## src/core/fault_pkg.sv

```systemverilog
// Purpose: Shared constants, types and helpers for the output voltage fault response block
// Assumes: 40 MHz core clock, same-clock command port from the bus engine
// Notes:   Constants are used as package::name everywhere
package fault_pkg;

  // Command codes
  localparam logic [7:0] CMD_OV_THRESHOLD = 8'h40;
  localparam logic [7:0] CMD_OV_ACTION    = 8'h41;
  localparam logic [7:0] CMD_UV_THRESHOLD = 8'h44;
  localparam logic [7:0] CMD_UV_ACTION    = 8'h45;

  // Values after reset
  localparam logic [7:0]  RST_ACTION       = 8'h80;
  localparam logic [15:0] RST_OV_THRESHOLD = 16'hffff;
  localparam logic [15:0] RST_UV_THRESHOLD = 16'h0000;

  // Action byte fields
  localparam int RESP_HI   = 7;
  localparam int RESP_LO   = 6;
  localparam int RETRY_HI  = 5;
  localparam int RETRY_LO  = 3;
  localparam int TIME_HI   = 2;
  localparam int TIME_LO   = 0;
  localparam logic [1:0] RESP_DISABLE_RETRY = 2'h2;
  localparam logic [2:0] RETRY_NONE         = 3'h0;
  localparam logic [2:0] RETRY_ENDLESS      = 3'h7;

  // Retry timing
  localparam int CLK_KHZ        = 40000;
  localparam int RETRY_STEP_MS  = 35;
  localparam int STEP_CYCLES    = RETRY_STEP_MS * CLK_KHZ;
  localparam int TIMER_W        = 24;

  typedef enum logic [1:0] {
    ST_RUN  = 2'b00,
    ST_WAIT = 2'b01,
    ST_HOLD = 2'b10
  } engine_state_type;

  // Wait in cycles for a retry time field value
  function automatic logic [TIMER_W-1:0] retry_delay(input logic [2:0] code, input int step);
    logic [TIMER_W-1:0] s;
    s = TIMER_W'(step);
    retry_delay = TIMER_W'(({21'h0, code} + 24'h1) * s);
  endfunction

endpackage

```

## src/core/fault_ctrl_if.sv

```systemverilog
// Purpose: Carries one fault channel between the top and its response engine
// Assumes: Single clock domain
// Notes:   One instance per fault kind
`timescale 1ns/10ps
interface fault_ctrl_if;
  logic [7:0] action;
  logic       fault;
  logic       clear;
  logic       enable;
  logic       kill;
  logic       off;
  logic       held;
  logic       status;

  modport engine (input action, fault, clear, enable, kill, output off, held, status);
  modport top    (output action, fault, clear, enable, kill, input off, held, status);
endinterface

```

## src/core/fault_retry_engine.sv

```systemverilog
// Purpose: Shutdown and retry sequencing for one fault kind
// Assumes: Fault level is already synchronous to mclk_in
// Notes:   Step length is a parameter so simulation can shorten it
`timescale 1ns/10ps
module fault_retry_engine #(
  parameter int STEP = fault_pkg::STEP_CYCLES
) (
  input  wire logic  mclk_in,
  input  wire logic  reset_n_in,
  fault_ctrl_if.engine ch
);

  fault_pkg::engine_state_type state;
  logic [fault_pkg::TIMER_W-1:0] timer;
  logic [2:0]                    attempts;
  logic [1:0]                    resp;
  logic [2:0]                    retry;
  logic [2:0]                    rtime;
  logic                          trip;
  logic                          limit_hit;

  assign resp      = ch.action[fault_pkg::RESP_HI:fault_pkg::RESP_LO];
  assign retry     = ch.action[fault_pkg::RETRY_HI:fault_pkg::RETRY_LO];
  assign rtime     = ch.action[fault_pkg::TIME_HI:fault_pkg::TIME_LO];
  // Only a running output can trip; reserved codes only report
  assign trip      = ch.fault && (state == fault_pkg::ST_RUN) && ch.enable
                     && (resp == fault_pkg::RESP_DISABLE_RETRY);
  assign limit_hit = (retry == fault_pkg::RETRY_NONE) || ((retry != fault_pkg::RETRY_ENDLESS) && (attempts >= retry));

  // Sequencer: run, timed wait, latched hold
  always_ff @(posedge mclk_in) begin
    if (!reset_n_in) begin
      state <= fault_pkg::ST_RUN;
      timer <= '0;
    end else if (ch.clear || !ch.enable) begin
      state <= fault_pkg::ST_RUN;
      timer <= '0;
    end else begin
      unique case (state)
        fault_pkg::ST_RUN: begin
          if (trip) begin
            if (limit_hit || ch.kill) begin
              state <= fault_pkg::ST_HOLD;
            end else begin
              state <= fault_pkg::ST_WAIT;
              timer <= fault_pkg::retry_delay(rtime, STEP);
            end
          end
        end
        fault_pkg::ST_WAIT: begin
          if (ch.kill) begin
            state <= fault_pkg::ST_HOLD;
          end else if (timer <= 24'h000001) begin
            state <= fault_pkg::ST_RUN;
            timer <= '0;
          end else begin
            timer <= timer - 24'h000001;
          end
        end
        fault_pkg::ST_HOLD: state <= fault_pkg::ST_HOLD;
      endcase
    end
  end

  // Attempts counted on each restart; endless mode never saturates the limit
  always_ff @(posedge mclk_in) begin
    if (!reset_n_in || ch.clear || !ch.enable) begin
      attempts <= 3'h0;
    end else if (state == fault_pkg::ST_WAIT && timer <= 24'h000001 && !ch.kill
                 && attempts != 3'h7) begin
      attempts <= attempts + 3'h1;
    end
  end

  // Sticky status: a new fault beats a clear in the same cycle
  always_ff @(posedge mclk_in) begin
    if (!reset_n_in) begin
      ch.status <= 1'b0;
    end else if (ch.fault) begin
      ch.status <= 1'b1;
    end else if (ch.clear) begin
      ch.status <= 1'b0;
    end
  end

  assign ch.off  = (state != fault_pkg::ST_RUN);
  assign ch.held = (state == fault_pkg::ST_HOLD);

  a_trip_turns_off: assert property (@(posedge mclk_in) disable iff (!reset_n_in)
    trip && !ch.clear |=> ch.off)
    else $error("Output not off after trip");
  a_zero_retry_hold: assert property (@(posedge mclk_in) disable iff (!reset_n_in)
    trip && !ch.clear && retry == fault_pkg::RETRY_NONE |=> state == fault_pkg::ST_HOLD)
    else $error("Zero retry did not hold");
  a_wait_time_load: assert property (@(posedge mclk_in) disable iff (!reset_n_in)
    trip && !ch.clear && !limit_hit && !ch.kill |=> timer == fault_pkg::retry_delay($past(rtime), STEP))
    else $error("Retry wait wrong");
  a_endless_retry: assert property (@(posedge mclk_in) disable iff (!reset_n_in)
    trip && !ch.clear && !ch.kill && retry == fault_pkg::RETRY_ENDLESS |=> state == fault_pkg::ST_WAIT)
    else $error("Endless retry stopped");
  a_attempt_bound: assert property (@(posedge mclk_in) disable iff (!reset_n_in)
    state == fault_pkg::ST_WAIT && retry != fault_pkg::RETRY_ENDLESS |-> attempts < retry)
    else $error("Retry count exceeded");
  a_clear_count: assert property (@(posedge mclk_in) disable iff (!reset_n_in)
    ch.clear |=> attempts == 3'h0 && !ch.off)
    else $error("Clear did not reset attempts");
  a_status_sticky: assert property (@(posedge mclk_in) disable iff (!reset_n_in)
    ch.fault |=> ch.status [*1] ##1 (ch.status || $past(ch.clear)))
    else $error("Status bit lost");

endmodule

```

## src/core/vout_fault_response.sv

```systemverilog
// Purpose: Output voltage fault detection, response registers, alert and power good
// Assumes: Command port and voltage samples come from logic on mclk_in
// Notes:   Thresholds and samples share one voltage format, so raw compares are exact
`timescale 1ns/10ps
module vout_fault_response #(
  parameter int STEP_CYCLES = fault_pkg::STEP_CYCLES
) (
  input  wire logic        mclk_in,
  input  wire logic        reset_n_in,
  input  wire logic [7:0]  cmd_in,
  input  wire logic        wr_en_in,
  input  wire logic        wr_word_in,
  input  wire logic [15:0] wr_data_in,
  input  wire logic        rd_en_in,
  input  wire logic        clear_faults_in,
  input  wire logic        output_on_in,
  input  wire logic [15:0] vout_sample_in,
  output logic [15:0]      rd_data_out,
  output logic             rd_valid_out,
  output logic             cmd_error_out,
  output logic             output_enable_out,
  output logic             alert_line_n_out,
  output logic             power_good_output_out,
  output logic             ov_status_out,
  output logic             uv_status_out
);

  logic [7:0]  overvoltage_fault_action;
  logic [7:0]  undervoltage_fault_action;
  logic [15:0] overvoltage_fault_threshold;
  logic [15:0] undervoltage_fault_threshold;
  logic        ov_detect;
  logic        uv_detect;
  logic        byte_ok;
  logic        word_ok;
  logic        known;

  fault_ctrl_if ov_ch ();
  fault_ctrl_if uv_ch ();

  // Decode of which commands are byte and which are word sized
  assign byte_ok = (cmd_in == fault_pkg::CMD_OV_ACTION) || (cmd_in == fault_pkg::CMD_UV_ACTION);
  assign word_ok = (cmd_in == fault_pkg::CMD_OV_THRESHOLD) || (cmd_in == fault_pkg::CMD_UV_THRESHOLD);
  assign known   = byte_ok || word_ok;

  // Register writes; a transfer of the wrong size is dropped
  always_ff @(posedge mclk_in) begin
    if (!reset_n_in) begin
      overvoltage_fault_action     <= fault_pkg::RST_ACTION;
      undervoltage_fault_action    <= fault_pkg::RST_ACTION;
      overvoltage_fault_threshold  <= fault_pkg::RST_OV_THRESHOLD;
      undervoltage_fault_threshold <= fault_pkg::RST_UV_THRESHOLD;
    end else if (wr_en_in) begin
      if (!wr_word_in && cmd_in == fault_pkg::CMD_OV_ACTION) begin
        overvoltage_fault_action <= wr_data_in[7:0];
      end
      if (!wr_word_in && cmd_in == fault_pkg::CMD_UV_ACTION) begin
        undervoltage_fault_action <= wr_data_in[7:0];
      end
      if (wr_word_in && cmd_in == fault_pkg::CMD_UV_THRESHOLD) begin
        undervoltage_fault_threshold <= wr_data_in;
      end
      if (wr_word_in && cmd_in == fault_pkg::CMD_OV_THRESHOLD) begin
        overvoltage_fault_threshold <= wr_data_in;
      end
    end
  end

  // Read port answers one cycle after the request; bytes sit in the low lane
  always_ff @(posedge mclk_in) begin
    if (!reset_n_in) begin
      rd_data_out  <= 16'h0000;
      rd_valid_out <= 1'b0;
    end else begin
      rd_valid_out <= rd_en_in && known;
      if (rd_en_in) begin
        unique case (cmd_in)
          fault_pkg::CMD_OV_ACTION:    rd_data_out <= {8'h00, overvoltage_fault_action};
          fault_pkg::CMD_UV_ACTION:    rd_data_out <= {8'h00, undervoltage_fault_action};
          fault_pkg::CMD_UV_THRESHOLD: rd_data_out <= undervoltage_fault_threshold;
          fault_pkg::CMD_OV_THRESHOLD: rd_data_out <= overvoltage_fault_threshold;
          default:                     rd_data_out <= 16'h0000;
        endcase
      end
    end
  end

  // Unknown command or wrong transfer size flagged for one cycle
  always_ff @(posedge mclk_in) begin
    if (!reset_n_in) begin
      cmd_error_out <= 1'b0;
    end else begin
      cmd_error_out <= (rd_en_in && !known) ||
                       (wr_en_in && !((byte_ok && !wr_word_in) || (word_ok && wr_word_in)));
    end
  end

  // Same mantissa format on both sides makes the exponent irrelevant to the compare
  assign ov_detect = vout_sample_in > overvoltage_fault_threshold;
  assign uv_detect = output_enable_out && (vout_sample_in < undervoltage_fault_threshold);

  // Channel wiring; a latched hold on either side ends the other's retries
  assign ov_ch.action = overvoltage_fault_action;
  assign ov_ch.fault  = ov_detect;
  assign ov_ch.clear  = clear_faults_in;
  assign ov_ch.enable = output_on_in;
  assign ov_ch.kill   = uv_ch.held;
  assign uv_ch.action = undervoltage_fault_action;
  assign uv_ch.fault  = uv_detect;
  assign uv_ch.clear  = clear_faults_in;
  assign uv_ch.enable = output_on_in;
  assign uv_ch.kill   = ov_ch.held;

  fault_retry_engine #(.STEP(STEP_CYCLES)) ov_engine (
    .mclk_in    (mclk_in),
    .reset_n_in (reset_n_in),
    .ch         (ov_ch)
  );

  fault_retry_engine #(.STEP(STEP_CYCLES)) uv_engine (
    .mclk_in    (mclk_in),
    .reset_n_in (reset_n_in),
    .ch         (uv_ch)
  );

  // Output state; registered so the pins never glitch on compare ripple
  always_ff @(posedge mclk_in) begin
    if (!reset_n_in) begin
      output_enable_out     <= 1'b0;
      power_good_output_out <= 1'b0;
    end else begin
      output_enable_out     <= output_on_in && !ov_ch.off && !uv_ch.off;
      power_good_output_out <= output_enable_out && !ov_ch.off && !uv_ch.off &&
                               (vout_sample_in >= undervoltage_fault_threshold);
    end
  end

  // Alert stays low while any sticky bit is set
  always_ff @(posedge mclk_in) begin
    if (!reset_n_in) begin
      alert_line_n_out <= 1'b1;
      ov_status_out    <= 1'b0;
      uv_status_out    <= 1'b0;
    end else begin
      alert_line_n_out <= !(ov_ch.status || uv_ch.status);
      ov_status_out    <= ov_ch.status;
      uv_status_out    <= uv_ch.status;
    end
  end

  a_byte_action_wr: assert property (@(posedge mclk_in) disable iff (!reset_n_in)
    wr_en_in && !wr_word_in && cmd_in == fault_pkg::CMD_OV_ACTION
    |=> overvoltage_fault_action == $past(wr_data_in[7:0]))
    else $error("Overvoltage action not written");
  a_uv_action_wr: assert property (@(posedge mclk_in) disable iff (!reset_n_in)
    wr_en_in && !wr_word_in && cmd_in == fault_pkg::CMD_UV_ACTION
    ##1 rd_en_in && cmd_in == fault_pkg::CMD_UV_ACTION && !wr_en_in
    |=> rd_data_out == {8'h00, $past(wr_data_in[7:0], 2)})
    else $error("Undervoltage action readback wrong");
  a_uv_word_wr: assert property (@(posedge mclk_in) disable iff (!reset_n_in)
    wr_en_in && wr_word_in && cmd_in == fault_pkg::CMD_UV_THRESHOLD
    |=> undervoltage_fault_threshold == $past(wr_data_in))
    else $error("Undervoltage threshold not written");
  a_pg_drops_low: assert property (@(posedge mclk_in) disable iff (!reset_n_in)
    vout_sample_in < undervoltage_fault_threshold |=> !power_good_output_out)
    else $error("Power good held under threshold");
  a_alert_on_fault: assert property (@(posedge mclk_in) disable iff (!reset_n_in)
    ov_detect |=> ##1 !alert_line_n_out && ov_status_out)
    else $error("Alert not raised on overvoltage");
  a_ov_detect_cmp: assert property (@(posedge mclk_in) disable iff (!reset_n_in)
    vout_sample_in > overvoltage_fault_threshold && output_on_in && ov_ch.status == 1'b0
    && overvoltage_fault_action[7:6] == fault_pkg::RESP_DISABLE_RETRY && !clear_faults_in && !ov_ch.off
    |=> ##1 !output_enable_out)
    else $error("Overvoltage did not shut output");

  // Command port: reads answer one edge after the strobe and show the value from before that edge,
  // so a read in the cycle of a write to the same command still returns the old contents
  a_ov_word_wr: assert property (@(posedge mclk_in) disable iff (!reset_n_in)
    wr_en_in && wr_word_in && cmd_in == fault_pkg::CMD_OV_THRESHOLD
    |=> overvoltage_fault_threshold == $past(wr_data_in))
    else $error("Overvoltage threshold not written");
  a_ov_word_rd: assert property (@(posedge mclk_in) disable iff (!reset_n_in)
    rd_en_in && !wr_en_in && cmd_in == fault_pkg::CMD_OV_THRESHOLD
    |=> rd_valid_out && rd_data_out == $past(overvoltage_fault_threshold))
    else $error("Overvoltage threshold readback wrong");
  a_uv_word_rd: assert property (@(posedge mclk_in) disable iff (!reset_n_in)
    rd_en_in && !wr_en_in && cmd_in == fault_pkg::CMD_UV_THRESHOLD
    |=> rd_valid_out && rd_data_out == $past(undervoltage_fault_threshold))
    else $error("Undervoltage threshold readback wrong");
  a_ov_action_rd: assert property (@(posedge mclk_in) disable iff (!reset_n_in)
    rd_en_in && !wr_en_in && cmd_in == fault_pkg::CMD_OV_ACTION
    |=> rd_valid_out && rd_data_out == {8'h00, $past(overvoltage_fault_action)})
    else $error("Overvoltage action readback wrong");

  // Refused transfers flag an error and leave every register as it was
  a_size_refused: assert property (@(posedge mclk_in) disable iff (!reset_n_in)
    wr_en_in && wr_word_in && cmd_in == fault_pkg::CMD_OV_ACTION
    |=> cmd_error_out && $stable(overvoltage_fault_action))
    else $error("Word write to a byte register not refused");
  a_unknown_read: assert property (@(posedge mclk_in) disable iff (!reset_n_in)
    rd_en_in && !known |=> cmd_error_out && !rd_valid_out && rd_data_out == 16'h0000)
    else $error("Unknown read not refused");

  // Undervoltage side of the fault path, mirroring the overvoltage checks; detection needs a
  // running output, so these only fire while the output is enabled
  a_alert_on_uv: assert property (@(posedge mclk_in) disable iff (!reset_n_in)
    uv_detect |=> ##1 !alert_line_n_out && uv_status_out)
    else $error("Alert not raised on undervoltage");
  a_uv_shuts_output: assert property (@(posedge mclk_in) disable iff (!reset_n_in)
    uv_detect && output_on_in && !clear_faults_in && !uv_ch.off
    && undervoltage_fault_action[fault_pkg::RESP_HI:fault_pkg::RESP_LO] == fault_pkg::RESP_DISABLE_RETRY
    |=> ##1 !output_enable_out)
    else $error("Undervoltage did not shut output");

  // Power good is low in the cycle after any cycle with the output off
  a_pg_needs_output: assert property (@(posedge mclk_in) disable iff (!reset_n_in)
    !output_enable_out |=> !power_good_output_out)
    else $error("Power good without output");

endmodule

```

## config.mk

```make
export PLATFORM = sky130hd
export DESIGN_NAME = vout_fault_response
export DESIGN_NICKNAME = d
export VERILOG_FILES = /design/src/core/fault_pkg.sv /design/src/core/fault_ctrl_if.sv /design/src/core/fault_retry_engine.sv /design/src/core/vout_fault_response.sv
export SDC_FILE = /design/constraint.sdc
export NUM_CORES = 1
export LEC_CHECK = 0
export ABC_AREA = 1
export BUFFER_PORTS_ARGS = -buffer_cell sky130_fd_sc_hd__buf_4
export CAP_MARGIN = 0
export CELL_PAD_IN_SITES_DETAIL_PLACEMENT = 1
export CELL_PAD_IN_SITES_GLOBAL_PLACEMENT = 1
export CORE_ASPECT_RATIO = 0.75
export CORE_UTILIZATION = 44
export CTS_CLUSTER_DIAMETER = 200
export DETAILED_ROUTE_END_ITERATION = 7
export PLACE_DENSITY_LB_ADDON = 0.3
export SYNTH_ARGS = -nofsm -noshare
export SYNTH_HDL_FRONTEND = slang
export SYNTH_SLANG_ARGS = --single-unit
```

## constraint.sdc

```tcl
create_clock -name mclk_in -period 4.32 [get_ports mclk_in]
set_input_delay 0.648 -clock mclk_in [delete_from_list [all_inputs] [get_ports mclk_in]]
set_output_delay 0.648 -clock mclk_in [all_outputs]
set_load 0.02 [all_outputs]
```

== Word level (Yosys, flattened, before mapping) ==
Cells that the tools add are included.

* Register bits: 131

* Eq/ne operators: 22
* Magnitude comparators: 7
* Reduce and logical (&&, ||, !) cells: 71
* Bitwise logic cells: 1
* Muxes and demuxes: 24
* $mul: 2
* Add/sub/neg operators: 6

{| class="wikitable"
|+ Operator list
! kind !! count
|-
| $mux W24 || 8
|-
| $pmux W24 S2 || 2
|-
| $pmux W16 S4 || 1
|-
| $le A24 B1 Y1 const B || 2
|-
| $mul A24 B15 Y18 const B || 2
|-
| $sub A24 B1 Y24 const B || 2
|-
| $eq A8 B7 Y1 const B || 4
|-
| $logic_and A1 B1 Y1 || 29
|-
| $ge A16 B16 Y1 || 1
|-
| $gt A16 B16 Y1 || 1
|-
| $lt A16 B16 Y1 || 1
|-
| $mux W2 || 8
|-
| $logic_or A1 B1 Y1 || 13
|-
| $ne A3 B3 Y1 const B || 4
|-
| $pmux W2 S3 || 2
|-
| $reduce_and A2 Y1 || 6
|-
| $reduce_bool A2 Y1 || 6
|-
| $logic_not A1 Y1 || 10
|-
| $add A3 B1 Y4 const B || 2
|-
| $eq A2 B2 Y1 const B || 4
|-
| $ne A2 B2 Y1 const B || 4
|-
| $reduce_and A4 Y1 || 2
|-
| $add A3 B1 Y3 const B || 2
|-
| $ge A3 B3 Y1 || 2
|-
| other kinds (8) || 15
|}

== Logic depth before layout (Yosys ltp) ==
Gate-level depths: netlist of run 1.

* Word-level depth: 7
* Gate-level depth with buffers: 20

== Cells and area by module ==
A second synthesis of run 1 with hierarchy kept.

* Cell total of the unflattened synthesis: 1520
* Area, all modules: 9963.3 um^2

{| class="wikitable"
|+ Modules (own cells, without submodules)
! module !! sequential area each (um^2) !! instances !! area each (um^2) !! cells an instance
|-
| vout_fault_response || 1421.4 || 1 || 3752.3 || 530
|-
| fault_retry_engine at uv_engine || 600.6 || 1 || 3163.0 || 498
|-
| fault_retry_engine at ov_engine || 600.6 || 1 || 3047.9 || 492
|}

== Worst setup path after synthesis of run 1 ==
OpenSTA, ideal clock, no wires.

* Kind: register -> register
* Start: reg overvoltage_fault_action[1], in the netlist ov_ch.action[1]
* End: reg ov_engine.timer[22] in the netlist's numbering
* Library setup time: 0.064 ns
* Setup slack: 0.818 ns
* Required time: 4.256 ns
* Data arrival time: 3.438 ns
* Stages on the path, launching flop included: 20
* Clock period less this slack: 3.502 ns
* Cells stage by stage: dfxtp_1 -> ha_1 -> xor2_1 -> inv_1 -> ha_1 -> inv_1 -> ha_1 -> or2_2 -> fa_1 -> ha_1 -> clkbuf_1 -> a21oi_1 -> o21ai_1 -> nand2_1 -> nand3_1 -> nand2_1 -> nand2_1 -> o21ai_0 -> nor2_1 -> nor2_1

* Word-level cells in the longest chain between the ends: 5

{| class="wikitable"
|+ RTL lines
! what !! line !! RTL
|-
| start, declared || vout_fault_response.sv:28 || <nowiki>logic [7:0] overvoltage_fault_action;</nowiki>
|-
| start signal, assigned || vout_fault_response.sv:49 || <nowiki>overvoltage_fault_action <= fault_pkg::RST_ACTION;</nowiki>
|-
| start signal, assigned || vout_fault_response.sv:55 || <nowiki>overvoltage_fault_action <= wr_data_in[7:0];</nowiki>
|-
| $add A3 B1 Y4 || fault_pkg.sv:44 || <nowiki>retry_delay = TIMER_W'(({21'h0, code} + 24'h1) * s);</nowiki>
|-
| $mul A24 B15 Y18 || fault_pkg.sv:44 ||
|-
| $mux W24 || fault_retry_engine.sv:42 || <nowiki>if (limit_hit || ch.kill) begin</nowiki>
|-
| $mux W24 || fault_retry_engine.sv:41 || <nowiki>if (trip) begin</nowiki>
|-
| $pmux W24 S2 || fault_retry_engine.sv:39 || <nowiki>unique case (state)</nowiki>
|-
| end signal, assigned || fault_retry_engine.sv:46 || <nowiki>timer <= fault_pkg::retry_delay(rtime, STEP);</nowiki>
|-
| end signal, assigned || fault_retry_engine.sv:57 || <nowiki>timer <= timer - 24'h000001;</nowiki>
|-
| end, declared || fault_retry_engine.sv:14 || <nowiki>logic [fault_pkg::TIMER_W-1:0] timer;</nowiki>
|}

No other way between the ends. The select of a mux whose other input is x is not followed.
A chain may end at the register's enable or synchronous reset.

== Final worst setup path of run 1 ==
* Start: reg overvoltage_fault_action[1], in the netlist ov_ch.action[1]
* End: reg ov_engine.timer[23] in the netlist's numbering

Same word-level chain as after synthesis.

==> results.py, run 1 <==
metrics = {
    "final_layout": {
        "multi_input_area_um2": 6081,
        "seqCellArea_um2": 2623,
        "drive_gt1_share_pct": 10.48,
        "syn2layout_area_growth_pct": 14.31,
        "antennaDiodeCount": 0,
        "n_fill_cell": 2892,
        "nets": 1640,
    },
    "worst_setup_path": {
        "cp_cell_sequence": "ha_1, xor2_2, inv_1, ha_1, inv_1, ha_1, or2_2, fa_1, ha_1, nand2_1, nor3_1, nand2_1, nand2_1, nand3_1, nand2_1, nand2_1, nand3_1, nand2_1, nor2_1, nor2_1",
        "slowest_delay_ns": 0.47,
        "start_kind": "flip-flop",
        "reg2reg_depth": 20,
        "cp_common_cell": "nand2_1",
        "cpMaxStageDelayCell": "dfxtp_1",
        "worstPathMaxFanout": 7,
        "r2r_slack_ns": 0.33,
        "crit_type": "reg2reg",
        "path_buf_inv": 2,
        "cp.arrival_ns": 4.32,
        "end_kind": "flip-flop",
        "path_delay_family": "adder cells",
        "cp.required_ns": 4.65,
        "timing.rr.start": "ov_ch.action[1]$_SDFFE_PN0P_",
        "r2r_end": "ov_engine.timer[23]$_SDFFE_PP0P_",
    },
    "logic_synthesis": {
        "syn_nets": 1588,
        "muxShareOfSynthArea_pct": 0,
        "synth-xor-area-share_pct": 2.764,
        "synth.cell_area_um2": 9505,
        "yosys.area.top_type": "dfxtp_1",
        "synth_compound_area_share_pct": 14.26,
        "synth-seq-cells": 131,
        "yosys.area_share.simple_pct": 33.61,
        "synth_area_leaders": "dfxtp_1 (28%), nand2_1 (13%), ha_1 (12%)",
        "synthAdderAreaFrac_pct": 13.22,
        "ys_warn_count": 0,
        "syn-instance-count": 1443,
        "syn_area_per_cell_um2": 6.587,
        "synth_top_family_by_area": "simple AND/OR/NAND/NOR gates",
        "ys_types": 49,
        "synth_top_area_share_pct": 27.59,
        "ys_seq_area_share_pct": 27.59,
    },
    "pwr": {
        "ir_drop_mv": 0.2051,
        "p_sw_mw": 0.7119,
        "leakage_nw": 5.594,
        "power_mw": 2.987,
        "share_clk_of_total_power_pct": 54.4,
        "intPower_mw": 2.276,
        "p_sw_share_pct": 23.83,
        "seq_power_share_pct": 40.6,
        "powerDensity_nw_per_um2": 274.9,
        "p_comb_share_pct": 5.0,
    },
    "clock_tree": {
        "htreeDepth": 4,
        "clk_pin_slew_ns": 0.06,
        "cts_num_sinks": 131,
        "clock_path_buffers": 2,
        "ctsResizeCount": 0,
        "cts_root_buffer": "clkbuf_16",
        "post_cts_buffers": 0,
        "clk_latency_ns": 0.44,
        "ctsHoldBuffers": 0,
        "cts_made_buffers": 17,
        "cts_tree": "done",
    },
    "global_route": {
        "grt_start_max_net_pins": 66,
        "overflow": 0,
        "antenna_found_initial": 0,
        "grt_pass1_vias": 10040,
        "grt_first_pass_wirelength_um": 49710,
        "grt_usage_pct": 28.48,
    },
    "floorplan": {
        "io_pins": 70,
        "fp.dieW_um": 171.7,
        "dieArea_um2": 22200,
        "initial_core_util_pct": 44.88,
        "die_y_um": 129.3,
        "rows": 46,
        "core_region_area_um2": 21180,
    },
    "min_path": {
        "min_to": "uv_engine.ch.status$_SDFFE_PN0P_",
        "min_from": "clear_faults_in",
        "whs_path_depth": 2,
        "hp-class": "in2reg",
    },
    "routing": {
        "drt_iter0_markers": 555,
        "drtAntennaViolNets": 0,
        "drt-total-wl_um": 30740,
        "drtPass1Iterations": 5,
        "vias": 9880,
        "via_per_inst": 5.501,
        "drc": 0,
        "wire_per_inst_um": 17.11,
    },
    "timing": {
        "hold_violations": 0,
        "grt_setup_unrepaired": "false",
        "setup_violations": 0,
        "fin_crit_ns": 3.989,
        "timing.setup.tns_ns": 0,
        "worstMarginPinSlew_ns": 1.259,
        "period_share_pct": 92.34,
        "drv_slew": 0,
        "fmax_mhz": 250.7,
        "finClkSkew_ns": 0.01396,
        "timing.slew.headroom_pct": 15.79,
    },
    "placement": {
        "io_buffers": 69,
        "hpwl_um": 22760,
        "gp_congestion": 0.8593,
    },
    "flow_run": {
        "maxCapViolations": 0,
    },
    "status": {
        "status": "finished, final reports clean",
    },
}
## area by class of cell
class | instances | area share [%]
well taps | 288 | 3.316
repair buffers | 77 | 5.320
clock inverters | 13 | 1.785
clock buffers | 19 | 4.169
multi-input cells | 1115 | 55.97
inverters | 153 | 5.309
flip-flops and latches | 131 | 24.14
## per-stage QoR
stage	instances	util, %	hold slack (ns)	setup slack, ns	instance area [µm²]
after global routing	1796	51.30	0.4579	0.01700	10870
after detailed placement	1764	48.21	0.4423	0.3231	10210
after global placement	1764	48.21	0.4392	0.5497	10210
after CTS	1796	51.26	0.4410	0.2584	10860
after floorplan	1443	-	0.4179	0.8182	9505
final	1796	51.30	0.4501	0.3311	10870
## Yosys cell counts (all sizes together)
master,instances
a21boi,3
a21o,5
a21oi,107
a31oi,4
and2,3
buf,25
clkbuf,19
clkinv,2
dfxtp,131
fa,4
ha,94
inv,151
nand2,334
nand3,138
nand3b,6
nand4,12
nor2,218
nor3,19
nor3b,1
nor4,2
o2111ai,1
o211ai,5
o21a,1
o21ai,91
o21bai,7
o22ai,19
o31a,1
o31ai,2
or2,8
xnor2,12
xor2,18
## how the worst max path moves through the flow
stage                                       from                                to  depth (start not counted)
floorplan           ov_ch.action[1]$_SDFFE_PN0P_  ov_engine.timer[22]$_SDFFE_PP0P_                         19
global placement    ov_ch.action[1]$_SDFFE_PN0P_  ov_engine.timer[19]$_SDFFE_PP0P_                         20
global route        ov_ch.action[1]$_SDFFE_PN0P_  ov_engine.timer[17]$_SDFFE_PP0P_                         20
CTS                 ov_ch.action[1]$_SDFFE_PN0P_  ov_engine.timer[23]$_SDFFE_PP0P_                         20
detailed placement  ov_ch.action[1]$_SDFFE_PN0P_  ov_engine.timer[23]$_SDFFE_PP0P_                         20
finish              ov_ch.action[1]$_SDFFE_PN0P_  ov_engine.timer[23]$_SDFFE_PP0P_                         20
## layout by cell type, fill, tap and decap left out, types with 3 or more instances in the layout
cell | Yosys | layout
inv_2 | 4 | 4
nor3_2 | 2 | 3
o22ai_1 | 18 | 18
inv_6 | 0 | 5
o21ai_1 | 6 | 6
fa_1 | 4 | 4
buf_4 | 4 | 77
clkbuf_16 | 0 | 17
nor2_1 | 204 | 204
nor2_4 | 3 | 3
dfxtp_1 | 131 | 131
a21o_1 | 5 | 5
nand3_1 | 137 | 137
nor2_2 | 10 | 10
o21bai_1 | 7 | 7
nand2_2 | 8 | 8
a31oi_1 | 4 | 4
xnor2_1 | 12 | 12
ha_1 | 94 | 94
bufinv_16 | 0 | 4
inv_1 | 146 | 146
o211ai_1 | 4 | 4
a21oi_1 | 104 | 104
o21ai_0 | 85 | 85
nand3b_1 | 6 | 6
nand4_1 | 12 | 12
nand2_1 | 324 | 324
or2_2 | 8 | 8
nor3_1 | 16 | 15
a21boi_0 | 3 | 3
xor2_1 | 18 | 17
## metal layers
metal / vias to the layer above / part of all wire (%) / track usage [%]
met2: 190 / 47 / 48.70
li1: 4833 / - / -
met5: - / 0 / 0
met4: 0 / 1.2 / 7.826
met1: 4822 / 48 / 37.38
met3: 35 / 4.4 / 4.093
## logic make-up after synthesis
| logic type | count (synthesis) |
|---|---|
| AND/OR/NAND/NOR | 741 |
| flip-flops | 131 |
| XOR/XNOR | 30 |
| adder cells (fa/ha/maj) | 98 |
| buffers and inverters | 197 |
| AO/OA/AOI/OAI | 246 |
## flip-flops by register name, indices dropped and copies added, names as in the netlist
register and flops:
ov_status_out 1, ov_engine.ch.status 1, uv_engine.state 2, ov_engine.state 2, ov_engine.timer 24, alert_line_n_out 1, ov_ch.action 8, rd_data_out 16
uv_engine.ch.status 1, uv_engine.timer 24, rd_valid_out 1, overvoltage_fault_threshold 16, ov_engine.attempts 3, uv_status_out 1, cmd_error_out 1, undervoltage_fault_threshold 16
uv_engine.attempts 3, undervoltage_fault_action 8, output_enable_out 1, power_good_output_out 1
## power groups by stage
stage          sequential, mW  combinational [mW]  clock (mW)
2_1_floorplan            1.24              0.0686           0
3_3_place_gp             1.24               0.142           0
3_5_place_dp             1.24               0.147           0
4_1_cts                  1.21               0.149        1.65
5_1_grt                  1.21               0.165        1.69
6_report                 1.21               0.150        1.63
(Power assumes the default switching activity.)
==> run 2, diff against run 1 <==
ABC_CLOCK_PERIOD_IN_PS = 4320   (was unset)
BUFFER_PORTS_ARGS = -buffer_cell sky130_fd_sc_hd__buf_2   (was -buffer_cell sky130_fd_sc_hd__buf_4)
PLACE_DENSITY_LB_ADDON = 0.12   (was 0.3)
==> run 2 against run 1 <==
Against the previous run: cell count is 0.11% lower; wire length is 4.5% lower; core utilization is 1.0 points lower; critical endpoint is now ov_engine.timer[18]$_SDFFE_PP0P_; largest power group unchanged.
==> results.py, run 2 (synthesized netlist as in run 1, its figures left out) <==
metrics = {
    "global_route": {
        "grt_usage_pct": 27.84,
        "grt_start_max_net_pins": 66,
        "overflow": 0,
        "grt_first_pass_wirelength_um": 48680,
        "grt_pass1_vias": 9784,
        "antenna_found_initial": 0,
    },
    "routing": {
        "wire_per_inst_um": 16.36,
        "drtAntennaViolNets": 0,
        "vias": 9594,
        "drt-total-wl_um": 29350,
        "drc": 0,
        "via_per_inst": 5.348,
        "drtPass1Iterations": 4,
        "drt_iter0_markers": 457,
    },
    "timing": {
        "fmax_mhz": 255.1,
        "setup_violations": 0,
        "grt_setup_unrepaired": "false",
        "finalWorstSetupSlack_ns": 0.4002,
        "timing.setup.tns_ns": 0,
        "worstMarginPinSlew_ns": 0.8756,
        "timing.slew.headroom_pct": 41.47,
        "period_share_pct": 90.74,
        "drv_slew": 0,
        "hold_ws_ns": 0.4562,
        "fin_crit_ns": 3.920,
        "finClkSkew_ns": 0.01042,
        "hold_violations": 0,
    },
    "worst_setup_path": {
        "timing.rr.start": "ov_ch.action[1]$_SDFFE_PN0P_",
        "end_kind": "flip-flop",
        "worstPathMaxFanout": 7,
        "start_kind": "flip-flop",
        "cp.required_ns": 4.69,
        "reg2reg_depth": 18,
        "crit_type": "reg2reg",
        "r2r_end": "ov_engine.timer[18]$_SDFFE_PP0P_",
        "r2r_slack_ns": 0.40,
        "cp.arrival_ns": 4.29,
    },
    "clock_tree": {
        "cts_root_buffer": "clkbuf_16",
        "cts_made_buffers": 17,
        "clk_latency_ns": 0.44,
        "clk_pin_slew_ns": 0.06,
        "cts_tree": "done",
        "cts_num_sinks": 131,
        "htreeDepth": 4,
        "ctsHoldBuffers": 0,
        "clock_path_buffers": 2,
    },
    "flow_run": {
        "maxCapViolations": 0,
    },
    "final_layout": {
        "multi_input_area_um2": 6081,
        "syn2layout_area_growth_pct": 12.02,
        "drive_gt1_share_pct": 10.36,
        "n_fill_cell": 2896,
        "utilization_pct": 50.27,
        "top_regs": "ov_engine.timer (24), uv_engine.timer (24)",
        "fin_area_um2": 10650,
        "nets": 1638,
        "fin_cells": 1794,
        "seqCellArea_um2": 2623,
        "antennaDiodeCount": 0,
        "layout_common_cells": "nand2_1 (324), nor2_1 (204), inv_1 (146)",
        "final_common_cell": "nand2_1",
    },
    "floorplan": {
        "die_y_um": 129.3,
        "rows": 46,
        "dieArea_um2": 22200,
        "fp.dieW_um": 171.7,
        "io_pins": 70,
        "initial_core_util_pct": 44.88,
        "core_region_area_um2": 21180,
    },
    "placement": {
        "hpwl_um": 21780,
        "io_buffers": 69,
        "dp_cells": 1762,
        "gp_congestion": 0.8601,
        "pre_cts_slack_ns": 0.3658,
        "dpl-instance-area_um2": 10020,
    },
    "pwr": {
        "leakage_nw": 5.523,
        "powerDensity_nw_per_um2": 273.0,
        "power_mw": 2.907,
        "ir_drop_mv": 0.2235,
    },
    "min_path": {
        "min_from": "overvoltage_fault_threshold[13]$_SDFFE_PN1P_",
        "hp-class": "reg2reg",
        "min_to": "overvoltage_fault_threshold[13]$_SDFFE_PN1P_",
        "whs_path_depth": 2,
    },
    "status": {
        "status": "finished, final reports clean",
    },
}
run 2: cell count changes in the layout (fill, tap and decap cells not counted):
cell        change
clkinvlp_4      +2
buf_4          -71
inv_6           -2
clkbuf_8        -1
bufinv_16       -1
inv_8           +1
clkinv_2        +1
buf_2          +69
run 2: worst max path at each step:
stage | from | endpoint | slack [ns] | depth (start not counted)
final | ov_ch.action[1]$_SDFFE_PN0P_ | ov_engine.timer[18]$_SDFFE_PP0P_ | 0.40 | 18
after global routing | ov_ch.action[1]$_SDFFE_PN0P_ | ov_engine.timer[17]$_SDFFE_PP0P_ | 0.03 | 20
after CTS | ov_ch.action[1]$_SDFFE_PN0P_ | ov_engine.timer[18]$_SDFFE_PP0P_ | 0.32 | 18
after detailed placement | ov_ch.action[1]$_SDFFE_PN0P_ | ov_engine.timer[17]$_SDFFE_PP0P_ | 0.37 | 20
after global placement | ov_ch.action[1]$_SDFFE_PN0P_ | ov_engine.timer[17]$_SDFFE_PP0P_ | 0.55 | 20
after floorplan | ov_ch.action[1]$_SDFFE_PN0P_ | ov_engine.timer[22]$_SDFFE_PP0P_ | 0.82 | 19
run 2: metal layers:
| metal | share of wire, % | routed length [µm] | global-route usage, % |
|---|---|---|---|
| met1 | 51 | 14950 | 37.82 |
| met2 | 45 | 13120 | 46.49 |
| met3 | 2.9 | 856 | 3.482 |
| met4 | 1.5 | 428 | 7.458 |
| met5 | 0 | 0 | 0 |
run 2: worst max-delay path, stage by stage, from the launching register on:
cell and delay, ns:
dfxtp_1 0.47, ha_1 0.28, xor2_2 0.28, inv_1 0.08, ha_1 0.29, inv_1 0.08
ha_1 0.18, or2_2 0.30, fa_1 0.38, ha_1 0.39, a21oi_1 0.34, o21ai_1 0.13
nand2_1 0.07, nand3_1 0.12, nand2_1 0.13, nand3_1 0.08, nand2_1 0.10, nor2_1 0.05
nor2_1 0.11
run 2: repair_timing:
action	4_1_cts	5_1_grt
resized for setup	0	1
endpoints found under the setup margin	0	7
setup buffers	0	0
run 2: cell type report:
| type | instances | share of cell area (%) |
|---|---|---|
| Sequential cell | 131 | 24.63 |
| Multi-Input combinational cell | 1115 | 57.11 |
| Inverter | 153 | 5.417 |
| Clock buffer | 18 | 4.125 |
| Tap cell | 288 | 3.384 |
| Clock inverter | 14 | 1.669 |
| Timing Repair Buffer | 75 | 3.666 |
run 2: where the power goes:
part,internal (mW),total [mW],switching [mW],leakage [nW]
logic,0.0450,0.136,0.0913,4.17
registers,1.21,1.21,0.00138,1.06
clock network,0.932,1.56,0.627,0.295
